`config.mk`:
```
export PLATFORM = sky130hd
export DESIGN_NAME = aeom_top
export DESIGN_NICKNAME = d
export VERILOG_FILES = /design/src/design/aeom_alert_gate.v /design/src/design/aeom_event_gate.v /design/src/design/aeom_top.v
export VERILOG_INCLUDE_DIRS = /design/src /design/src/design
export SDC_FILE = /design/constraint.sdc
export NUM_CORES = 1
export LEC_CHECK = 0
export ABC_AREA = 1
export BUFFER_PORTS_ARGS = -buffer_cell sky130_fd_sc_hd__buf_2
export CORE_MARGIN = 2
export CORE_UTILIZATION = 55
export DETAILED_ROUTE_END_ITERATION = 16
export GPL_TIMING_DRIVEN = 1
export PLACE_DENSITY = 0.8
export SLEW_MARGIN = 10
export SYNTH_ARGS = -nofsm -noshare
export SYNTH_HDL_FRONTEND = slang
export SYNTH_SLANG_ARGS = --single-unit
```
`constraint.sdc`:
```
create_clock -name mclk_i -period 3.35 [get_ports mclk_i]
set_input_delay 0.5025 -clock mclk_i [delete_from_list [all_inputs] [get_ports mclk_i]]
set_output_delay 0.5025 -clock mclk_i [all_outputs]
set_load 0.1 [all_outputs]
```
`src/design/aeom_regs.vh`:
```
// Function
// - thermal mask a bit 1 blocks the local temperature limit alert.
// - thermal mask a bits 2..4 block remote channel one..three limit alerts.
// - thermal mask a bits 5..7 block remote diode open or short alerts.
// - a mask bit of one blocks its status bit; zero lets it through.
// - thermal mask a sits at 0x30, bit 0 reserved, read-write, resets to zero.
// - thermal mask b covers overtemp and regulator-hot events, resets to 0xc0.
// - voltage mask a at 0x32 holds eight read-write supply masks.
// - voltage mask b at 0x33, bits 2..0 reserved, bits 3..7 mask voltages.
// - fan mask at 0x34 masks fault status of fans one to eight.
// - digital mask bits 2..0 read-only zero; bits 3..7 masks; resets 0x38.
// - general input mask at 0x36 masks inputs one to eight.
// - event mask a bits 0..3 block general inputs one..four; bit 4 unused.
// - event mask a bit 5 blocks any fan failure from event output a.
// - event mask a bit 6 blocks the overtemp pin from event output a.
// - event mask a bit 7 blocks any voltage violation from event output a.
// - masks ignore the configuration lock; software reset restores defaults.
// - event mask b mirrors mask a layout but gates event output b.
`ifndef AEOM_REGS_VH
`define AEOM_REGS_VH

// =======================================
// register offsets
`define AEOM_ADDR_BASE 8'h30
`define AEOM_ADDR_OVERTEMP_PIN_A 8'h30
`define AEOM_ADDR_OVERTEMP_PIN_B 8'h31
`define AEOM_ADDR_VOLT_A 8'h32
`define AEOM_ADDR_VOLT_B 8'h33
`define AEOM_ADDR_FAN 8'h34
`define AEOM_ADDR_DIGITAL 8'h35
`define AEOM_ADDR_GP 8'h36
`define AEOM_ADDR_EVOUT_A 8'h37
`define AEOM_ADDR_EVOUT_B 8'h38
`define AEOM_NUM_REGS 9
`define AEOM_NUM_ALERT_GROUPS 7
`define AEOM_IDX_NONE 4'hf

// =======================================
// reset values
`define AEOM_RST_OVERTEMP_PIN_A 8'h00
`define AEOM_RST_OVERTEMP_PIN_B 8'hc0
`define AEOM_RST_VOLT_A 8'h00
`define AEOM_RST_VOLT_B 8'h00
`define AEOM_RST_FAN 8'h00
`define AEOM_RST_DIGITAL 8'h38
`define AEOM_RST_GP 8'h00
`define AEOM_RST_EVOUT_A 8'h00
`define AEOM_RST_EVOUT_B 8'h00

// =======================================
// writable bits and status bits that carry a condition
`define AEOM_WMASK_FULL 8'hff
`define AEOM_WMASK_DIGITAL 8'hf8
`define AEOM_VALID_OVERTEMP_PIN_A 8'hfe
`define AEOM_VALID_VOLT_B 8'hf8
`define AEOM_VALID_DIGITAL 8'hf8
`define AEOM_VALID_FULL 8'hff

// =======================================
// event output mask fields
`define AEOM_EV_GP_LSB 0
`define AEOM_EV_GP_MSB 3
`define AEOM_EV_FAN 5
`define AEOM_EV_TEMP 6
`define AEOM_EV_VOLT 7

`endif

```
`src/design/aeom_alert_gate.v`:
```
// =======================================
// masked reduction of one status group
module aeom_alert_gate #(
  parameter [7:0] VALID = 8'hff
) (
  input wire [7:0] status_i,
  input wire [7:0] mask_i,
  output wire hit_o
);
  // reserved positions never reach the alert even if the source drives them
  assign hit_o = |(status_i & ~mask_i & VALID);
endmodule // aeom_alert_gate

```
`src/design/aeom_event_gate.v`:
```
`include "aeom_regs.vh"
// =======================================
// gating of conditions onto one event output
module aeom_event_gate (
  input wire [3:0] gp_i,
  input wire fan_any_i,
  input wire overtemp_i,
  input wire volt_any_i,
  input wire [7:0] mask_i,
  output wire request_o
);
  wire gp_hit;
  wire fan_hit;
  wire temp_hit;
  wire volt_hit;
  // bit 4 is unused and takes no part
  assign gp_hit = |(gp_i & ~mask_i[`AEOM_EV_GP_MSB:`AEOM_EV_GP_LSB]);
  assign fan_hit = fan_any_i & ~mask_i[`AEOM_EV_FAN];
  assign temp_hit = overtemp_i & ~mask_i[`AEOM_EV_TEMP];
  assign volt_hit = volt_any_i & ~mask_i[`AEOM_EV_VOLT];
  assign request_o = gp_hit | fan_hit | temp_hit | volt_hit;
endmodule // aeom_event_gate

```
`src/design/aeom_top.v`:
```
`include "aeom_regs.vh"
// =======================================
// alert and event output mask bank
module aeom_top (
  input wire mclk_i,
  input wire rst_n_i,
  input wire sw_reset_i,
  input wire cfg_lock_i,
  input wire [7:0] reg_addr_i,
  input wire reg_wr_i,
  input wire reg_rd_i,
  input wire [7:0] reg_wdata_i,
  output reg [7:0] reg_rdata_o,
  output reg reg_rvalid_o,
  input wire [7:0] overtemp_pin_status_a_i,
  input wire [7:0] overtemp_pin_status_b_i,
  input wire [7:0] volt_status_a_i,
  input wire [7:0] volt_status_b_i,
  input wire [7:0] fan_status_i,
  input wire [7:0] digital_status_i,
  input wire [7:0] gp_status_i,
  input wire overtemp_pin_i,
  output reg alert_n_o,
  output reg ext_event_out_a_o,
  output reg ext_event_out_b_o
);

  // =======================================
  // decode helpers
  function [3:0] reg_index;
    input [7:0] addr;
    reg [7:0] off;
    begin
      off = addr - `AEOM_ADDR_BASE;
      if (addr >= `AEOM_ADDR_OVERTEMP_PIN_A && addr <= `AEOM_ADDR_EVOUT_B) begin
        reg_index = off[3:0];
      end else begin
        reg_index = `AEOM_IDX_NONE;
      end
    end
  endfunction

  function [7:0] reset_value;
    input [3:0] idx;
    begin
      case (idx)
        4'h0: reset_value = `AEOM_RST_OVERTEMP_PIN_A;
        4'h1: reset_value = `AEOM_RST_OVERTEMP_PIN_B;
        4'h2: reset_value = `AEOM_RST_VOLT_A;
        4'h3: reset_value = `AEOM_RST_VOLT_B;
        4'h4: reset_value = `AEOM_RST_FAN;
        4'h5: reset_value = `AEOM_RST_DIGITAL;
        4'h6: reset_value = `AEOM_RST_GP;
        4'h7: reset_value = `AEOM_RST_EVOUT_A;
        4'h8: reset_value = `AEOM_RST_EVOUT_B;
        default: reset_value = 8'h00;
      endcase
    end
  endfunction

  function [7:0] write_mask;
    input [3:0] idx;
    begin
      case (idx)
        4'h5: write_mask = `AEOM_WMASK_DIGITAL;
        default: write_mask = `AEOM_WMASK_FULL;
      endcase
    end
  endfunction

  // =======================================
  // mask registers
  reg [7:0] mask_q [0:`AEOM_NUM_REGS-1];
  wire [3:0] wr_idx;
  wire [3:0] rd_idx;
  integer i;

  assign wr_idx = reg_index(reg_addr_i);
  assign rd_idx = reg_index(reg_addr_i);

  // lock input deliberately unused: these masks stay writable under lock
  always @(posedge mclk_i) begin
    for (i = 0; i < `AEOM_NUM_REGS; i = i + 1) begin
      if (!rst_n_i || sw_reset_i) begin
        mask_q[i] <= reset_value(i[3:0]);
      end else if (reg_wr_i && wr_idx == i[3:0]) begin
        mask_q[i] <= reg_wdata_i & write_mask(i[3:0]);
      end
    end
  end

  // =======================================
  // register read port
  always @(posedge mclk_i) begin
    if (!rst_n_i) begin
      reg_rdata_o <= 8'h00;
      reg_rvalid_o <= 1'b0;
    end else begin
      reg_rvalid_o <= reg_rd_i;
      if (reg_rd_i) begin
        // unmapped offsets read zero so a stray poll is harmless
        if (rd_idx == `AEOM_IDX_NONE) begin
          reg_rdata_o <= 8'h00;
        end else begin
          reg_rdata_o <= mask_q[rd_idx];
        end
      end
    end
  end

  // =======================================
  // alert gating
  wire [8*`AEOM_NUM_ALERT_GROUPS-1:0] status_all;
  wire [8*`AEOM_NUM_ALERT_GROUPS-1:0] mask_all;
  wire [`AEOM_NUM_ALERT_GROUPS-1:0] group_hit;
  // constant so that each gate can take its slice as a parameter
  localparam [8*`AEOM_NUM_ALERT_GROUPS-1:0] VALID_ALL = {`AEOM_VALID_FULL, `AEOM_VALID_DIGITAL, `AEOM_VALID_FULL,
                                                         `AEOM_VALID_VOLT_B, `AEOM_VALID_FULL, `AEOM_VALID_FULL,
                                                         `AEOM_VALID_OVERTEMP_PIN_A};

  assign status_all = {gp_status_i, digital_status_i, fan_status_i, volt_status_b_i,
                       volt_status_a_i, overtemp_pin_status_b_i, overtemp_pin_status_a_i};
  assign mask_all = {mask_q[6], mask_q[5], mask_q[4], mask_q[3], mask_q[2], mask_q[1], mask_q[0]};

  genvar g;
  generate
    for (g = 0; g < `AEOM_NUM_ALERT_GROUPS; g = g + 1) begin : g_alert
      aeom_alert_gate #(
        .VALID(VALID_ALL[8*g+7:8*g])
      ) u_gate (
        .status_i(status_all[8*g+7:8*g]),
        .mask_i(mask_all[8*g+7:8*g]),
        .hit_o(group_hit[g])
      );
    end
  endgenerate

  // =======================================
  // event output gating
  wire fan_any;
  wire volt_any;
  wire [1:0] event_req;

  assign fan_any = |fan_status_i;
  assign volt_any = |volt_status_a_i | |(volt_status_b_i & `AEOM_VALID_VOLT_B);

  generate
    for (g = 0; g < 2; g = g + 1) begin : g_event
      aeom_event_gate u_event (
        .gp_i(gp_status_i[3:0]),
        .fan_any_i(fan_any),
        .overtemp_i(overtemp_pin_i),
        .volt_any_i(volt_any),
        .mask_i(mask_q[7+g]),
        .request_o(event_req[g])
      );
    end
  endgenerate

  // =======================================
  // registered outputs
  // one cycle of latency traded for glitch-free pins
  always @(posedge mclk_i) begin
    if (!rst_n_i) begin
      alert_n_o <= 1'b1;
      ext_event_out_a_o <= 1'b0;
      ext_event_out_b_o <= 1'b0;
    end else begin
      alert_n_o <= ~(|group_hit);
      ext_event_out_a_o <= event_req[0];
      ext_event_out_b_o <= event_req[1];
    end
  end

endmodule // aeom_top

```
---- After elaboration in Yosys (flattened, before gate mapping) ----
Memories as Yosys holds them, arrays and structs flattened.
Cells that the tools add are included.
W data, S select, Z words.
storage, ports and cells
  register bits ........................... 12
  RAM bits ................................ 72
  output and inout bits ................... 12
  word-level logic and storage cells ...... 154
  memories kept ........................... 1
cells by class
  add/subtract/negate cells ............... 1
  magnitude comparators ................... 2
  eq/ne operators ......................... 9
  muxes and demuxes ....................... 61
  bitwise operators ....................... 56
  reduce and logical (&&, ||, !) cells .... 19
memories
  name    words  width  rd ports  clocked after Yosys merged registers in  write ports  RTL line       RTL
  mask_q  9      8      10        0                                        9            aeom_top.v:73  reg [7:0] mask_q [0:`AEOM_NUM_REGS-1];
operators by type and width
  operator               number
  $mux W8                31
  $and A8 B8 Y8          16
  $not A8 Y8             7
  $reduce_or A49 Y1      1
  $mux W1                29
  $eq A4 B3 Y1 const B   4
  $or A1 B1 Y1           16
  $reduce_or A8 Y1       2
  $logic_and A1 B1 Y1    10
  $and A4 B4 Y4          2
  $eq A4 B2 Y1 const B   2
  $eq A4 B4 Y1 const B   2
  $ge A8 B6 Y1 const B   1
  $le A8 B6 Y1 const B   1
  $not A4 Y4             2
  $reduce_or A4 Y1       2
  $not A1 Y1             7
  $and A1 B1 Y1          6
  $reduce_or A5 Y1       1
  $eq A4 B1 Y1 const B   1
  $logic_not A4 Y1       1
  $mux W4                1
  $sub A4 B1 Y4 const B  1
  $logic_not A1 Y1       1
  $logic_or A1 B1 Y1     1

---- Logic depth before layout (Yosys ltp) ----
  depth in word-level cells ............... 9
  gate-level depth with buffers ........... 13
  depth with buffers taken out ............ 12

---- Cells and area by module ----
From an unflattened synthesis, not the netlist that was laid out.
second synthesis, totals
  cells, all modules ...................... 621
  area total of the unflattened synthesis .. 4590.7 sq um
modules (own cells, without submodules)
  module                                    instances  cells an instance  area an instance (sq um)
  aeom_top                                  1          441                3897.5
  aeom_alert_gate at g_alert[1].u_gate ...  4          23                 86.3
  aeom_event_gate                           2          20                 75.1
  aeom_alert_gate at g_alert[3].u_gate ...  2          14                 61.3
  aeom_alert_gate at g_alert[0].u_gate      1          20                 75.1

---- Worst setup path before layout ----
Ideal clock, no wire load.
  path type ............................... input -> register
  start point ............................. input reg_addr_i[6]
  end point ............................... memory mask_q[2][0], enable pin
  setup time .............................. 0.329 ns
  arrival time ............................ 1.804 ns
  data required time ...................... 3.021 ns
  slack ................................... 1.217 ns
  stages .................................. 9
  path buffers ............................ 1
  path through ............................ inv_1 nand2_1 nor2_2 nand2_1 or2_4 nor2_8 buf_4 nand3_1 nand2_1
RTL lines
  what         RTL line       RTL
  from (decl)  aeom_top.v:9   input wire [7:0] reg_addr_i,
  to (decl)    aeom_top.v:73

==> impl_metrics.tcl <==
set metrics [dict create \
    status "completed" \
    detailedPlacementHpwl_um 9970 \
    drv.max_cap_violation_count 0 \
    placed_cells 695 \
    postSynthRegisterBits 81 \
    insertion_delay_ns 0.36 \
    ys_seq_area_frac 0.532 \
    final-setup-viol-count 0 \
    grt_start_max_net_pins 24 \
    drt-total-wl_um 13000 \
    grt_setup_unrepaired "false" \
    cts_root_buffer "clkbuf_8" \
    critical_path_peak_fanout 15 \
    count_of_pins_on_the_block_boundary 91 \
    io_buffers 82 \
    postSynth.asyncResetShare 0 \
    synth_edf_count 69 \
    groute.layer.met3.usage 0.0480 \
    grtUsageMet2 0.485 \
    cts.reportedPaths.clkPinSlew_ns 0.08 \
    postCtsSetupBuffers 0 \
    timing.hold.ws_ns 0.348 \
    worst-setup-path-type "in2reg" \
    finalNonFillerCells 711 \
    floorplan.initialDensity 0.566 \
    detailedPlace.worstSlack_ns 0.824 \
    final_common_cell "nand2_1" \
    worstHoldStart "reg_rd_i" \
    gp_congestion 0.992 \
    drt-initial-drc-count 520 \
    p_per_area_mw_per_mm2 418 \
    finalCritPeriodShare 0.648 \
    number_of_distinct_library_cell_variants_in_the_gate_level_netlist_after_synthesis 34 \
    global_route_wire_length_before_repair_um 20200 \
    startpoint "reg_addr_i[6]" \
    power.total_mw 2.10 \
    timing.critical_path.required_ns 3.36 \
    yosys-mux-area-fraction 0 \
    total_gr_overflow 0 \
    min_period_ns 2.17 \
    vias_per_cell 5.62 \
    synth.net_count 600 \
    postCtsResizedCells 0 \
    synthCells 521 \
    worstMarginPinSlew_ns 0.792 \
    final_layout_size_suffix_gt1_frac 0.217 \
    synth_area_leaders "edfxtp_1 48%, nand2_1 12%, nor2_1 7.0%" \
    timing.rr.start "mask_q[4][6]$_SDFFCE_PN0P_" \
    flow.area_growth_from_synthesis_pct 15.5 \
    dr.pass1.iters 6 \
    sum_neg_setup_slack_ns 0 \
    relSlewSlack 0.467 \
    max_freq_mhz 461 \
    drc 0 \
    commonest_register_cell_after_synthesis "edfxtp_1" \
    cts_hold_repair.buffers 0 \
    power.leakage_nw 2.27 \
    largest_area_contributor_in_the_netlist "edfxtp_1" \
    synth-xor-area-share 0 \
    core_area_mm2 0.00769 \
    row_count 32 \
    netlist_area_before_placement_mm2 0.00435 \
    floorplan.die.width_um 92.9 \
    hp-class "in2reg" \
    die_ar_mm2 0.00863 \
    die_h_um 92.9 \
    via_count 3996 \
    grt_use_total 0.321 \
    combinational_family_with_the_most_area_after_synthesis "simple AND/OR/NAND/NOR gates" \
    tritoncts.num_buffers 9 \
    synth_compound_area_frac 0.0806 \
    met1_grt_util 0.460 \
    worst_setup_path_end_kind "flip-flop" \
    clock-skew-final_ns 0.0153 \
    vdd.ir_drop.worst_mv 0.350 \
    fillCellCount 701 \
    grt.busiest_layer "met2" \
    postSynthAreaPerCell_um2 8.35 \
    worst_setup_path_start_kind "input port" \
    layout_common_cells "136 x nand2_1, 82 x buf_2, 81 x nor2_1" \
    timing.final.max_slew_violations 0 \
    yosys.area_share.adder 0 \
    synthesis_warnings 0 \
    first_global_vias 3745 \
    synth_top_area_share 0.477 \
    clock_tree_from_tritoncts "done" \
    antenna_violations_before_repair 0 \
    clock_tree.buffer_depth 2 \
    antennaDiodeCount 0 \
    final_hold_viol_count 0 \
    ant_nets 0 \
    yosys.area_share.simple 0.298 \
    cts-htree-levels 3 \
    layout.nets 683 \
    arrival_ns 2.18 \
    wire_per_inst_um 18.3 \
    numClockSinks 81 \
    worst_slack_ns 1.18 \
]
synthesized netlist by cell type, drive strengths merged (4+ instances only):
master and count:
a21oi 17, a221oi 4, buf 11, clkinv 6, dfxtp 12, edfxtp 69, inv 79, nand2 139
nand3 21, nand4 10, nor2 94, nor3 13, nor4 5, o2111ai 4, o21ai 19, o22ai 11
where the power goes:
group | switching (mW) | leakage, nW | internal [mW] | total, mW
Combinational | 0.166 | 1.34 | 0.0718 | 0.238
Sequential | 0.0272 | 0.840 | 1.14 | 1.16
Clock | 0.358 | 0.0897 | 0.340 | 0.698
final cells by class:
cell class                      count  area, um^2  area share
Sequential cell                    81        2310       0.461
Multi-Input combinational cell    343        1650       0.328
Timing Repair Buffer               84         425      0.0847
Inverter                           85         322      0.0641
Clock buffer                       10         128      0.0254
Tap cell                          102         128      0.0254
Clock inverter                      6        58.8      0.0117
critical path, stage by stage:
cell,delay (ns)
buf_2,0.09
inv_1,0.04
nand2_1,0.05
nor2_2,0.32
nand2_1,0.13
or2_4,0.34
nor2_8,0.26
nand3_1,0.11
nand2_1,0.32
flip-flops by register name, summed over array words and instances, names as in the netlist:
signal	flops
ext_event_out_a_o	1
mask_q	69
reg_rvalid_o	1
alert_n_o	1
ext_event_out_b_o	1
reg_rdata_o	8
path summary, 6_finish.rpt:
path | cells past startpoint | slack, ns | endpoint
worst min-delay path | 3 | 0.35 | reg_rvalid_o$_SDFF_PN0_
worst max register to register | 6 | 1.88 | alert_n_o$_SDFF_PN1_
worst max-delay path | 9 | 1.18 | mask_q[2][4]$_SDFFCE_PN0P_
worst min register to register | 2 | 0.47 | reg_rdata_o[5]$_SDFFE_PN0P_
logic make-up after synthesis:
kind of cell,Yosys count
flops,81
simple gates,284
buf+inv,97
compound gates,59
stage by stage:
step	instance area (um^2)	util
after global routing	5020	0.653
after detailed placement	4830	0.629
after global placement	4830	0.629
final	5020	0.653
after floorplan	4350	-
after CTS	5020	0.653
layer usage:
layer  wire length, um  up-vias
met2              5780      284
met1              5230     1804
met5                 0        -
met4               505        0
met3              1490       36
li1                  -     1872
Note: power is estimated with default switching activity, not from simulation.
